### src/hw/qrs_pkg.sv
// Package: constants and carrier types for the quasi-resonant switch control
package qrs_pkg;

    // Clock rate in kHz
    localparam int unsigned CLK_KHZ = 250000;

    // Times as printed, in their own units
    localparam int unsigned BURST_ENTRY_BLANK_MS  = 24;
    localparam int unsigned FB_SAMPLE_MS          = 48;
    localparam int unsigned MIN_SWITCH_FREQ_KHZ   = 20;
    localparam int unsigned PACKET_PULSE_FREQ_KHZ = 52;
    localparam int unsigned PACKET_MAX_DUTY_PCT   = 50;
    localparam int unsigned SHORT_SUPPR_NS        = 1200;
    localparam int unsigned LONG_SUPPR_NS         = 3000;
    localparam int unsigned LEB_NS                = 220;
    localparam int unsigned MAX_ON_NS             = 25000;
    localparam int unsigned SHORT_WIND_BLANK_NS   = 190;

    // Derived cycle counts; least times round up, longest times round down
    localparam int unsigned SHORT_SUPPR_CYC = (SHORT_SUPPR_NS * 250 + 999) / 1000;
    localparam int unsigned LONG_SUPPR_CYC  = (LONG_SUPPR_NS * 250 + 999) / 1000;
    localparam int unsigned LEB_CYC         = (LEB_NS * 250 + 999) / 1000;
    localparam int unsigned MAX_ON_CYC      = (MAX_ON_NS * 250) / 1000;
    localparam int unsigned SW_BLANK_CYC    = (SHORT_WIND_BLANK_NS * 250 + 999) / 1000;
    localparam int unsigned MAX_OFF_CYC     = CLK_KHZ / MIN_SWITCH_FREQ_KHZ;
    localparam int unsigned PACKET_PER_CYC  = CLK_KHZ / PACKET_PULSE_FREQ_KHZ;
    localparam int unsigned PACKET_ON_CYC   = PACKET_PER_CYC * PACKET_MAX_DUTY_PCT / 100;
    localparam int unsigned BURST_BLANK_CYC = CLK_KHZ * BURST_ENTRY_BLANK_MS;
    localparam int unsigned FB_SAMPLE_CYC   = CLK_KHZ * FB_SAMPLE_MS;

    // Counter limits
    localparam logic [2:0] CNT_MIN         = 3'h1;
    localparam logic [2:0] CNT_MAX         = 3'h7;
    localparam logic [2:0] BURST_ENTRY_CNT = 3'h7;
    localparam logic [2:0] VALLEY_RESET    = 3'h0;

    // Foldback quantisation
    localparam int unsigned FOLD_IDX_W = 3;
    localparam int unsigned LIMIT_W    = 8;
    localparam logic [LIMIT_W-1:0] FULL_LIMIT = 8'hff;

    // Digitised comparator levels
    typedef struct packed {
        logic aux_low;         // Aux level below suppression_select_threshold
        logic aux_zero_fall;   // Falling zero crossing detected
        logic sense_over_fb;   // Scaled sense above feedback level
        logic sense_over_lim;  // Sense above current limit code
        logic short_winding;   // Sense above short_winding_threshold
        logic packet_current;  // Sense above packet_current_threshold
        logic fb_below_zl;     // Feedback below low counting threshold
        logic fb_below_zh;     // Feedback below high counting threshold
        logic fb_above_r1;     // Feedback above counter-reset threshold
        logic fb_below_entry;  // Feedback below burst_entry_threshold
        logic fb_above_start;  // Feedback above packet_start_threshold
        logic fb_below_stop;   // Feedback at/below packet_stop_threshold
        logic fb_above_exit;   // Feedback above burst_exit_threshold
    } qrs_cmp_t;

    typedef struct packed {
        logic       gate;
        logic       bias_en;
        logic       burst;
        logic       latched_off;
        logic [2:0] target;
    } qrs_stat_t;

endpackage

### src/hw/qrs_switch_ctrl.sv
// Quasi-resonant gate control: turn-on, turn-off, foldback and burst operation
`timescale 1ns/10ps
module qrs_switch_ctrl #(
    parameter logic [63:0] FOLD_TABLE      = 64'hb8_c0_c8_d0_d8_e0_f0_ff,
    parameter int unsigned MAX_OFF_CYCLES  = qrs_pkg::MAX_OFF_CYC,
    parameter int unsigned MAX_ON_CYCLES   = qrs_pkg::MAX_ON_CYC,
    parameter int unsigned BURST_BLANK_CYC = qrs_pkg::BURST_BLANK_CYC,
    parameter int unsigned FB_SAMPLE_CYC   = qrs_pkg::FB_SAMPLE_CYC
) (
    input  wire logic                               ref_clk,
    input  wire logic                               nrst,
    input  wire qrs_pkg::qrs_cmp_t                  cmp_in,
    input  wire logic [qrs_pkg::FOLD_IDX_W-1:0]     fold_excess,
    output logic                                    gate_cmd,
    output logic [qrs_pkg::LIMIT_W-1:0]             current_limit,
    output qrs_pkg::qrs_stat_t                      status
);
    typedef enum logic [3:0] {
        QRS_OFF   = 4'b0001,
        QRS_ON    = 4'b0010,
        QRS_IDLE  = 4'b0100,
        QRS_LATCH = 4'b1000
    } qrs_state_t;

    qrs_pkg::qrs_cmp_t           cmp;
    logic [qrs_pkg::FOLD_IDX_W-1:0] fold_s;

    qrs_sync #(.W($bits(qrs_pkg::qrs_cmp_t) + qrs_pkg::FOLD_IDX_W)) u_sync (
        .ref_clk  (ref_clk),
        .nrst     (nrst),
        .async_in ({cmp_in, fold_excess}),
        .sync_out ({cmp, fold_s})
    );

    function automatic logic [2:0] sat_inc(input logic [2:0] v);
        return (v == qrs_pkg::CNT_MAX) ? v : v + 3'h1;
    endfunction

    qrs_state_t  state_reg, state_next;
    logic [31:0] tmr_reg, tmr_next;       // Time since last gate edge
    logic [31:0] pkt_reg, pkt_next;       // Packet frequency timer
    logic [31:0] fbs_reg, fbs_next;       // Feedback sample timer
    logic [31:0] ent_reg, ent_next;       // Burst entry hold timer
    logic [7:0]  swb_reg, swb_next;       // Short-winding persistence
    logic [2:0]  valley_reg, valley_next;
    logic [2:0]  target_reg, target_next;
    logic        long_sup_reg, long_sup_next;
    logic        burst_reg, burst_next;
    logic        bias_reg, bias_next;
    logic        zl_seen_reg, zl_seen_next; // Feedback crossed ZL in sample
    logic        zh_seen_reg, zh_seen_next;
    logic        r1_seen_reg, r1_seen_next;
    logic        zc_prev_reg, zc_prev_next;
    logic        gate_reg, gate_next;
    logic [qrs_pkg::LIMIT_W-1:0] lim_reg, lim_next;

    logic [31:0] sup_cyc;
    logic        blanked, sw_hit, turn_on, turn_off, zc_edge;

    always_comb begin
        sup_cyc  = long_sup_reg ? qrs_pkg::LONG_SUPPR_CYC : qrs_pkg::SHORT_SUPPR_CYC;
        blanked  = tmr_reg < qrs_pkg::LEB_CYC;
        zc_edge  = cmp.aux_zero_fall && !zc_prev_reg;
        sw_hit   = swb_reg >= 8'(qrs_pkg::SW_BLANK_CYC);
        turn_on  = 1'b0;
        turn_off = 1'b0;
        state_next    = state_reg;
        tmr_next      = tmr_reg + 32'h1;
        pkt_next      = (pkt_reg + 32'h1 >= qrs_pkg::PACKET_PER_CYC) ? 32'h0 : pkt_reg + 32'h1;
        fbs_next      = fbs_reg + 32'h1;
        ent_next      = ent_reg;
        swb_next      = swb_reg;
        valley_next   = valley_reg;
        target_next   = target_reg;
        long_sup_next = long_sup_reg;
        burst_next    = burst_reg;
        bias_next     = bias_reg;
        zl_seen_next  = zl_seen_reg | !cmp.fb_below_zl;
        zh_seen_next  = zh_seen_reg | !cmp.fb_below_zh;
        r1_seen_next  = r1_seen_reg | cmp.fb_above_r1;
        zc_prev_next  = cmp.aux_zero_fall;
        gate_next     = gate_reg;
        lim_next      = lim_reg;

        // Short-winding blanking filter: counts only while the comparator holds
        if (cmp.short_winding && gate_reg)
            swb_next = sw_hit ? swb_reg : swb_reg + 8'h1;
        else
            swb_next = 8'h0;

        // Feedback sampling of target counter
        if (fbs_reg + 32'h1 >= FB_SAMPLE_CYC) begin
            fbs_next = 32'h0;
            // This cycle's crossing opens the next period instead of being lost
            zl_seen_next = !cmp.fb_below_zl;
            zh_seen_next = !cmp.fb_below_zh;
            r1_seen_next = cmp.fb_above_r1;
            if (r1_seen_reg)
                target_next = qrs_pkg::CNT_MIN;
            else if (zh_seen_reg)
                target_next = (target_reg == qrs_pkg::CNT_MIN) ? target_reg
                                                               : target_reg - 3'h1;
            else if (!zl_seen_reg)
                target_next = sat_inc(target_reg);
        end

        // Burst entry: conditions must hold together without a break
        if (!burst_reg && cmp.fb_below_entry && target_reg == qrs_pkg::BURST_ENTRY_CNT)
            ent_next = ent_reg + 32'h1;
        else
            ent_next = 32'h0;

        // Foldback only while the switch conducts; aux current is meaningless otherwise
        if (gate_reg && !burst_reg)
            lim_next = FOLD_TABLE[8*fold_s +: 8];

        case (state_reg)
            QRS_OFF: begin
                if (zc_edge && tmr_reg >= sup_cyc)
                    valley_next = sat_inc(valley_reg);
                if (burst_reg) begin
                    if (pkt_reg == 32'h0)
                        turn_on = 1'b1;
                end else if (tmr_reg + 32'h1 >= MAX_OFF_CYCLES) begin
                    turn_on = 1'b1;
                end else if (tmr_reg >= sup_cyc && valley_reg >= target_reg) begin
                    turn_on = 1'b1;
                end
            end
            QRS_ON: begin
                if (tmr_reg + 32'h1 >= MAX_ON_CYCLES)
                    turn_off = 1'b1;
                else if (burst_reg)
                    turn_off = pkt_reg == 32'(qrs_pkg::PACKET_ON_CYC)
                            || (!blanked && cmp.packet_current);
                else if (!blanked && (cmp.sense_over_fb || cmp.sense_over_lim))
                    turn_off = 1'b1;
                if (sw_hit && !burst_reg) begin
                    state_next = QRS_LATCH;
                    gate_next  = 1'b0;
                end
            end
            QRS_IDLE: begin
                if (cmp.fb_above_start) begin
                    bias_next  = 1'b1;
                    state_next = QRS_OFF;
                    tmr_next   = 32'h0;
                end
            end
            QRS_LATCH: begin
                gate_next = 1'b0;
            end
            default: begin
                state_next = QRS_OFF;
                gate_next  = 1'b0;
            end
        endcase

        if (turn_on) begin
            state_next  = QRS_ON;
            gate_next   = 1'b1;
            tmr_next    = 32'h0;
            valley_next = qrs_pkg::VALLEY_RESET;
        end
        if (turn_off && state_next == QRS_ON) begin
            state_next    = QRS_OFF;
            gate_next     = 1'b0;
            tmr_next      = 32'h0;
            long_sup_next = cmp.aux_low;
        end

        // Burst entry, packet stop and exit
        if (!burst_reg && ent_reg + 32'h1 >= BURST_BLANK_CYC && state_reg == QRS_OFF) begin
            burst_next = 1'b1;
            bias_next  = 1'b0;
            state_next = QRS_IDLE;
            gate_next  = 1'b0;
        end else if (burst_reg && state_reg != QRS_LATCH) begin
            if (cmp.fb_above_exit) begin
                burst_next  = 1'b0;
                bias_next   = 1'b1;
                target_next = qrs_pkg::CNT_MIN;
                lim_next    = qrs_pkg::FULL_LIMIT;
                if (state_reg == QRS_IDLE) begin
                    state_next = QRS_OFF;
                    tmr_next   = 32'h0;
                end
            end else if (cmp.fb_below_stop && state_reg != QRS_IDLE) begin
                bias_next  = 1'b0;
                state_next = QRS_IDLE;
                gate_next  = 1'b0;
                tmr_next   = 32'h0;
            end
        end
        if (burst_next)
            lim_next = qrs_pkg::FULL_LIMIT;
        if (!nrst) begin
            state_next    = QRS_OFF;
            tmr_next      = 32'h0;
            pkt_next      = 32'h0;
            fbs_next      = 32'h0;
            ent_next      = 32'h0;
            swb_next      = 8'h0;
            valley_next   = qrs_pkg::VALLEY_RESET;
            target_next   = qrs_pkg::CNT_MIN;
            long_sup_next = 1'b1;
            burst_next    = 1'b0;
            bias_next     = 1'b1;
            zl_seen_next  = 1'b0;
            zh_seen_next  = 1'b0;
            r1_seen_next  = 1'b0;
            zc_prev_next  = 1'b0;
            gate_next     = 1'b0;
            lim_next      = qrs_pkg::FULL_LIMIT;
        end
    end

    always_ff @(posedge ref_clk) begin
        state_reg    <= state_next;
        tmr_reg      <= tmr_next;
        pkt_reg      <= pkt_next;
        fbs_reg      <= fbs_next;
        ent_reg      <= ent_next;
        swb_reg      <= swb_next;
        valley_reg   <= valley_next;
        target_reg   <= target_next;
        long_sup_reg <= long_sup_next;
        burst_reg    <= burst_next;
        bias_reg     <= bias_next;
        zl_seen_reg  <= zl_seen_next;
        zh_seen_reg  <= zh_seen_next;
        r1_seen_reg  <= r1_seen_next;
        zc_prev_reg  <= zc_prev_next;
        gate_reg     <= gate_next;
        lim_reg      <= lim_next;
    end

    assign gate_cmd      = gate_reg;
    assign current_limit = lim_reg;
    assign status        = '{gate: gate_reg, bias_en: bias_reg, burst: burst_reg,
                             latched_off: state_reg == QRS_LATCH, target: target_reg};
endmodule // qrs_switch_ctrl

### src/hw/qrs_sync.sv
// Two-stage synchroniser for a bus of comparator levels
`timescale 1ns/10ps
module qrs_sync #(
    parameter int unsigned W = 1
) (
    input  wire logic         ref_clk,
    input  wire logic         nrst,
    input  wire logic [W-1:0] async_in,
    output logic      [W-1:0] sync_out
);
    logic [W-1:0] meta_reg;
    logic [W-1:0] meta_next;
    logic [W-1:0] sync_reg;
    logic [W-1:0] sync_next;

    always_comb begin
        meta_next = nrst ? async_in : '0;
        sync_next = nrst ? meta_reg : '0;
    end

    always_ff @(posedge ref_clk) begin
        meta_reg <= meta_next;
        sync_reg <= sync_next;
    end

    assign sync_out = sync_reg;
endmodule // qrs_sync

### config.mk
export PLATFORM = sky130hd
export DESIGN_NAME = qrs_switch_ctrl
export DESIGN_NICKNAME = d
export VERILOG_FILES = /design/src/hw/qrs_pkg.sv /design/src/hw/qrs_switch_ctrl.sv /design/src/hw/qrs_sync.sv
export SDC_FILE = /design/constraint.sdc
export NUM_CORES = 1
export LEC_CHECK = 0
export BUFFER_PORTS_ARGS = -buffer_cell sky130_fd_sc_hd__buf_2
export CAP_MARGIN = 20
export CORE_ASPECT_RATIO = 1.25
export CORE_MARGIN = 3
export CORE_UTILIZATION = 48
export DETAILED_ROUTE_END_ITERATION = 8
export GPL_ROUTABILITY_DRIVEN = 0
export PLACE_DENSITY_LB_ADDON = 0.25
export SKIP_CTS_REPAIR_TIMING = 1
export SLEW_MARGIN = 20
export SYNTH_ARGS = -nofsm -noshare
export SYNTH_HDL_FRONTEND = slang
export SYNTH_SLANG_ARGS = --single-unit
### constraint.sdc
create_clock -name ref_clk -period 3.56 [get_ports ref_clk]
set_clock_uncertainty 0.2 [all_clocks]
set_input_delay 0.712 -clock ref_clk [delete_from_list [all_inputs] [get_ports ref_clk]]
set_output_delay 0.712 -clock ref_clk [all_outputs]
set_load 0.02 [all_outputs]
Yosys cells after proc, flatten, opt, wreduce, memory -nomap -nowiden
Index checks and enable logic that the tools add are counted.
W data, S select, Z words.

storage, ports and cells
  input bits = 18
  register bits after elaboration = 194
  logic and storage cells = 148
  output and inout bits = 16

operators by class
  reduce and logical (&&, ||, !) cells = 33
  order comparisons = 9
  muxes and demuxes = 61
  equal/unequal tests = 11
  bitwise gates (word level) = 5
  shift-type cells = 1
  add/subtract/negate cells = 8

operator list
  kind                       count
  $mux W32                   9
  $add A32 B1 Y32 const B    4
  $ge A32 B13 Y1 const B     2
  $shiftx A64 B7 Y8 const A  1
  $eq A32 B12 Y1 const B     1
  $ge A32 B10 Y1             1
  $ge A32 B14 Y1 const B     1
  $ge A32 B23 Y1 const B     1
  $ge A32 B24 Y1 const B     1
  $logic_not A32 Y1          1
  $lt A32 B6 Y1 const B      1
  $mux W4                    8
  $mux W8                    4
  $mux W3                    10
  $mux W1                    27
  $logic_and A1 B1 Y1        15
  $reduce_or A2 Y1           7
  $pmux W4 S3                1
  $mux W10                   1
  $add A8 B1 Y8 const B      1
  $eq A4 B2 Y1 const B       2
  $ge A8 B6 Y1 const B       1
  $add A3 B1 Y3 const B      2
  $eq A3 B3 Y1 const B       2
  15 further kinds           24

Depth between registers and ports, before layout
Gate-level depths: netlist of run 1.

  depth after elaboration = 15
  mapped depth = 14
  mapped depth without buffers = 11

Cells and area by module
From an unflattened synthesis of run 1, not the netlist that was laid out.

unflattened totals
  cells, all modules = 1175
  area, all modules = 9882.0 um^2

by module, submodules not included
  module           area an instance (um^2)  seq. area each (um^2)  times used  cells each
  qrs_switch_ctrl  8986.1                   3243.1                 1           1108
  qrs_sync         895.9                    640.6                  1           67

Least setup slack after synthesis of run 1
OpenSTA, ideal clock, no wires.

  path type = flip-flop to flip-flop
  start point = register tmr_reg[0]
  end point = register tmr_reg[13]
  data required time = 3.294 ns
  cell stages (with the launch flop) = 14
  data arrival time = 2.885 ns
  path buffers = 3
  slack = 0.409 ns
  clock period less this slack = 3.151 ns
  library setup time = 0.066 ns
  cell sequence = dfxtp_1 ha_1 buf_2 inv_1 nor4_4 nand4_1 xnor2_1 nor4_4 a41oi_1 nand2b_4 or3_1 buf_2 buf_6 a21oi_2

on the way
  cells in the longest elaborated chain, start to end = 14
  elaborated cells on any way between the ends = 30
  those cells by class = add/sub: 1; order compare: 4; eq/ne: 1; mux: 18; reduce/logical: 6

ends and longest elaborated chain
  item                                                     RTL line                                        text
  start: declaration                                       qrs_switch_ctrl.sv:40                           logic [31:0] tmr_reg, tmr_next;
  start signal: assignment                                 qrs_switch_ctrl.sv:220                          tmr_reg <= tmr_next;
  branches (longest 9 deep; another with $add A32 B1 Y32)  --
  $mux W32 *                                               qrs_switch_ctrl.sv:165                          if (turn_off && state_next == QRS_ON) begin
  $mux W32, on equally long branches                       qrs_switch_ctrl.sv:188, qrs_switch_ctrl.sv:184
  $mux W32                                                 qrs_switch_ctrl.sv:179                          if (cmp.fb_above_exit) begin
  $mux W32                                                 qrs_switch_ctrl.sv:178                          end else if (burst_reg && state_reg != QRS_LATCH) begin
  $mux W32 *                                               qrs_switch_ctrl.sv:173                          if (!burst_reg && ent_reg + 32'h1 >= BURST_BLANK_CYC && state_reg == QRS_OFF) begin

Mark *: on every way between the ends.
A chain may end at the register's enable or synchronous reset.

Worst setup path after layout of run 1
  start point = register tmr_reg[9]
  end point = register tmr_reg[18]

Same word-level chain as after synthesis.

==> flow_metrics.py, run 1 <==
metrics = {
    "timing": {
        "final.setup.tns_ps": 0,
        "slew_viol_final": 0,
        "worstMarginPinSlew_ps": 638,
        "fin_crit_ps": 3360,
        "rsz0062_at_grt": "no",
        "final_hold_viol_count": 0,
        "worst_slack_ps": 199,
        "fin_crit_sh_pct": 94.4,
        "fmax_ghz": 0.298,
        "slew_headroom_pct": 56.4,
        "setup_violations": 0,
    },
    "placement": {
        "io_buffers": 33,
        "dpl.hpwl_um": 15700,
        "place_ws_ps": 212,
    },
    "detailed_routing": {
        "post_drt_wl_per_cell_um": 14.2,
        "drtIter0Drc": 465,
        "viasPerCell": 5.56,
        "via_count": 8539,
        "routed.top_layer": "met4",
        "met2_length_um": 10800,
        "firstDrtPassIters": 5,
        "met1Wirelength_um": 9670,
        "drt-total-wl_um": 21800,
        "postRouteAntennaNets": 0,
        "wl_met3_um": 774,
        "drc": 0,
    },
    "floorplanning": {
        "core_area_sq_mm": 0.0204,
        "die_x_um": 136,
        "rows": 58,
        "die_y_um": 168,
        "dieArea_sq_mm": 0.0228,
        "pin_count": 34,
        "start_util_pct": 49.4,
    },
    "critical_path": {
        "startpoint_type": "flop",
        "crit_type": "flop to flop",
        "worstPathArrival_ps": 3530,
        "setup.worst_path.end_class": "flop",
        "worstPathRequired_ps": 3730,
        "r2r_setup_slack_ps": 200,
        "path_max_fanout": 16,
    },
    "synthesis": {
        "avgSynthCellArea_sq_um": 8.38,
        "synth_edf_count": 0,
        "synth_top_area_cell": "dfxtp_1",
        "synthesis.area_sq_mm": 0.0101,
        "async_flop_share_pct": 0,
        "synth.ff_latch_count": 194,
        "synth_top_area_share_pct": 38.6,
        "ys_types": 86,
        "synth-seq-area-share_pct": 38.6,
        "synth.area.top_cells": "dfxtp_1, nor2_1, xnor2_1",
        "syn_inst": 1202,
        "synth_top_flop_cell": "dfxtp_1",
        "yosys_warnings": 0,
    },
    "cts": {
        "clk_latency_ps": 440,
        "htree_num_levels": 4,
        "cts_tree": "done",
        "clk_pin_slew_ps": 70,
        "cts-root-buf": "clkbuf_16",
        "cts_sinks": 194,
        "clock_path_buffers": 2,
        "cts_buffers": 17,
    },
    "power": {
        "peakVddDrop_mv": 0.373,
        "power.leakage_nw": 4.08,
        "p_per_area_mw_per_mm2": 394,
    },
    "outcome": {
        "status": "finished clean",
    },
    "finish": {
        "drive_above_1_share_pct": 11.3,
        "syn_to_final_growth_pct": 12.4,
        "antenna_cells": 0,
        "fin_nets": 1302,
        "final_cell_mix": "dfxtp_1, nor2_1, nand2_1",
        "layout_commonest_cell": "dfxtp_1",
    },
    "job": {
        "cap_violations": 0,
    },
    "global_route": {
        "grt_pass1_wl_um": 36900,
        "groute.usage.overall_pct": 19.4,
        "overflow": 0,
        "grt_pass1_vias": 7940,
        "antenna_found_initial": 0,
        "grt_max_degree": 48,
    },
    "min_path": {
        "hp-class": "flop to flop",
    },
}
-- routing by layer --
layer  track usage [%]  up-vias
li1                  -     4347
met5                 0        -
met2              33.2      172
met1              24.0     3974
met3              4.21       46
met4              7.19        0
-- through the flow --
stage               utilization (%)  instances  area, sq um  power [mW]  hold WS [ps]
floorplan                         -       1228        10200        2.41           193
global route                   55.5       1537        11300        4.63           236
finish                         55.5       1537        11300        4.46           211
CTS                            55.4       1537        11300        4.51           212
detailed placement             52.4       1507        10700        2.47           210
global placement               52.4       1507        10700        2.46           196
-- worst max-delay path, stage by stage, from the launching register on --
cell      delay, ps
dfxtp_1         490
and3_1          340
nand4_4         250
a31oi_1         320
o311ai_0        190
a311oi_1        350
a41oi_1         200
nand2b_4        200
or3_1           410
buf_4           210
nor2_1          120
-- where the power goes --
| part | internal (mW) | total (mW) | switching, mW | leakage (nW) |
|---|---|---|---|---|
| Clock | 1.19 | 2.04 | 0.857 | 0.309 |
| Sequential | 2.21 | 2.25 | 0.0385 | 1.58 |
| Combinational | 0.0762 | 0.166 | 0.0896 | 2.18 |
-- final cells by class --
type                       count  area [sq um]
timing repair buffer          80           518
fill                        1920          9070
sequential                   194          3880
tap                          270           338
inverter                      38           143
clock buffer                  17           425
clock inverter                13           196
multi-input combinational    925          5810
-- cell usage after synthesis, types with 6 or more instances --
cell	instances
and4_1	14
buf_4	7
mux2i_1	8
nand2b_1	10
nand4_1	44
dfxtp_1	194
inv_1	38
and2_1	45
xor2_1	50
a41oi_1	7
clkbuf_1	38
a21oi_1	31
nor4_1	28
or3_1	19
nand2_1	90
or4_1	9
xnor2_1	52
nand3_1	59
ha_1	28
buf_2	20
nor2b_1	11
a211oi_1	6
o21ai_0	37
nor2_1	162
nor3_1	27
a31oi_1	22
o211ai_1	8
and3_1	17
-- cells by family after synthesis --
family | count (synthesis) | share of synthesized area [%]
flip-flops | 194 | 38.6
buffers and inverters | 109 | 4.82
adder cells (fa/ha/maj) | 28 | 3.48
multiplexers | 12 | 1.24
other | 1 | 0.0372
AO/OA/AOI/OAI | 186 | 12.9
AND/OR/NAND/NOR | 570 | 30.1
XOR/XNOR | 102 | 8.87
-- path summary, 6_finish.rpt --
path,depth (start not counted),endpoint,startpoint
worst min-delay path,1,zl_seen_reg,u_sync.sync_out[9]
worst max register to register,10,tmr_reg[18],tmr_reg[9]
worst max-delay path,10,tmr_reg[18],tmr_reg[9]
worst min register to register,1,zl_seen_reg,u_sync.sync_out[9]
(Power assumes the default switching activity.)
==> run 2, diff against run 1 <==
- ABC_AREA: default -> 1
==> flow_metrics.py, run 2 <==
metrics = {
    "synthesis": {
        "yosys_warnings": 0,
        "avgSynthCellArea_sq_um": 6.71,
        "synth.ff_latch_count": 194,
        "synth_edf_count": 0,
        "syn_inst": 1595,
        "synth_top_area_cell": "dfxtp_1",
        "synth.area.top_cells": "dfxtp_1, nand2_1, nor2_1",
        "synth-seq-area-share_pct": 36.3,
        "synth_top_flop_cell": "dfxtp_1",
        "ys_types": 48,
        "synthTopCellsByCount": "nand2_1, nor2_1, inv_1",
        "synthesis.area_sq_mm": 0.0107,
        "synth_most_common_cell": "nand2_1",
        "synth_top_area_share_pct": 36.3,
        "async_flop_share_pct": 0,
    },
    "timing": {
        "slew_viol_final": 0,
        "worstMarginPinSlew_ps": 1100,
        "final.setup.tns_ps": 0,
        "fin_crit_sh_pct": 85.9,
        "setup_violations": 0,
        "fmax_ghz": 0.327,
        "fin_crit_ps": 3060,
        "slew_headroom_pct": 25.7,
        "rsz0062_at_grt": "no",
        "final_hold_viol_count": 0,
    },
    "power": {
        "p_seq_share_pct": 52.1,
        "peakVddDrop_mv": 0.336,
        "power.leakage_nw": 5.09,
        "p_sw_share_pct": 24.1,
        "power_frac_comb_pct": 3.8,
        "p_per_area_mw_per_mm2": 366,
        "pwr-share-clk_pct": 44.1,
        "power_switching_mw": 1.04,
        "p_int_mw": 3.28,
    },
    "global_route": {
        "groute.usage.overall_pct": 20.6,
        "overflow": 0,
        "grt_max_degree": 33,
        "grt_pass1_wl_um": 42300,
        "antenna_found_initial": 0,
        "grt_pass1_vias": 9265,
    },
    "cts": {
        "clk_pin_slew_ps": 70,
        "clock_path_buffers": 2,
        "cts_buffers": 17,
        "htree_num_levels": 4,
        "cts_tree": "done",
        "cts_sinks": 194,
        "clk_latency_ps": 440,
        "cts-root-buf": "clkbuf_16",
    },
    "finish": {
        "fin_nets": 1703,
        "final.fill_count": 2113,
        "syn_to_final_growth_pct": 10.5,
        "antenna_cells": 0,
        "drive_above_1_share_pct": 10.2,
        "final_cell_mix": "nand2_1, nor2_1, inv_1",
        "stdcell_area_sq_mm": 0.0118,
        "layout_commonest_cell": "nand2_1",
    },
    "critical_path": {
        "worstPathRequired_ps": 3720,
        "startpoint_type": "flop",
        "crit_path_top_delay_cell": "dfxtp_1",
        "setup.worst_path.end_class": "flop",
        "critPathMaxStageDelay_ps": 480,
        "crit_type": "flop to flop",
        "worstPathArrival_ps": 3220,
        "crit_top_cell": "nand2_1",
        "path_max_fanout": 26,
        "worstPathCellList": "ha_1, nand3_1, nor2_2, nand3_2, nor2_4, nand4_1, nand2_1, nand2_1, nor2_1, nand2_1, nor2_2, nand3_2, inv_1, nand2_1, o21ai_0",
    },
    "detailed_routing": {
        "post_drt_wl_per_cell_um": 12.6,
        "drt-total-wl_um": 24500,
        "wl_met3_um": 819,
        "routed.top_layer": "met4",
        "met1Wirelength_um": 10900,
        "firstDrtPassIters": 6,
        "postRouteAntennaNets": 0,
        "drc": 0,
        "viasPerCell": 4.97,
        "met2_length_um": 12100,
        "via_count": 9690,
        "drtIter0Drc": 559,
    },
    "placement": {
        "dpl.hpwl_um": 18900,
        "placed_area_sq_mm": 0.0112,
        "io_buffers": 33,
    },
    "floorplanning": {
        "start_util_pct": 49.3,
        "pin_count": 34,
        "die_x_um": 140,
        "die_y_um": 173,
        "rows": 60,
        "dieArea_sq_mm": 0.0241,
        "core_area_sq_mm": 0.0217,
    },
    "min_path": {
        "hp-class": "flop to flop",
    },
    "job": {
        "cap_violations": 0,
    },
    "outcome": {
        "status": "finished clean",
    },
}
==> run 2: layout make-up <==
class	instances	area, sq um	share of cell area [%]
multi-input cells	1196	6000	50.7
flip-flops and latches	194	3880	32.9
inverters	206	776	6.56
clock buffers	18	439	3.72
well taps	279	349	2.95
repair buffers	42	233	1.97
clock inverters	14	145	1.23
==> run 2: worst paths after layout <==
kind,from,end,slack (ps),cells past startpoint
hold / removal,u_sync.meta_reg[2],u_sync.sync_out[2],210,2
setup reg to reg,fbs_reg[0],zh_seen_reg,500,15
setup / recovery,fbs_reg[0],zh_seen_reg,500,15
hold reg to reg,u_sync.meta_reg[2],u_sync.sync_out[2],210,2
==> run 2: per-stage QoR <==
| stage | worst slack (ps) | cells | utilization [%] | power (mW) | hold slack [ps] |
|---|---|---|---|---|---|
| after floorplan | 1070 | 1621 | - | 2.41 | 188 |
| after global placement | 611 | 1917 | 51.8 | 2.46 | 194 |
| after detailed placement | 505 | 1917 | 51.8 | 2.46 | 200 |
| after CTS | 497 | 1949 | 54.5 | 4.37 | 217 |
| after global routing | 170 | 1949 | 54.5 | 4.48 | 236 |
| final | 501 | 1949 | 54.5 | 4.32 | 215 |
==> run 2: power by group through the flow <==
| stage | sequential, mW | combinational, mW | clock [mW] |
|---|---|---|---|
| 2_1_floorplan | 2.30 | 0.115 | 0 |
| 3_3_place_gp | 2.30 | 0.161 | 0 |
| 3_5_place_dp | 2.30 | 0.164 | 0 |
| 4_1_cts | 2.25 | 0.165 | 1.95 |
| 5_1_grt | 2.26 | 0.195 | 2.03 |
| 6_report | 2.25 | 0.164 | 1.91 |
==> run 2: cells by family after synthesis <==
family	count (synthesis)	share of synthesized area, %
AND/OR/NAND/NOR	1003	42.9
buffers and inverters	231	8.61
flip-flops	194	36.3
AO/OA/AOI/OAI	82	4.29
XOR/XNOR	56	4.58
adder cells (fa/ha/maj)	28	3.27
other	1	0.0351
==> run 2: per-layer routing <==
layer,vias up,track usage (%)
li1,5103,-
met1,4354,25.7
met2,182,35.8
met3,51,3.43
met4,0,7.46
met5,-,0
==> run 2: worst max-delay path: cells and delay by family (launching register included) <==
family                   cells  cell delay, ps
AND/OR/NAND/NOR             12            1810
buffers and inverters        1             200
flip-flops                   1             480
adder cells (fa/ha/maj)      1             240
AO/OA/AOI/OAI                1              70
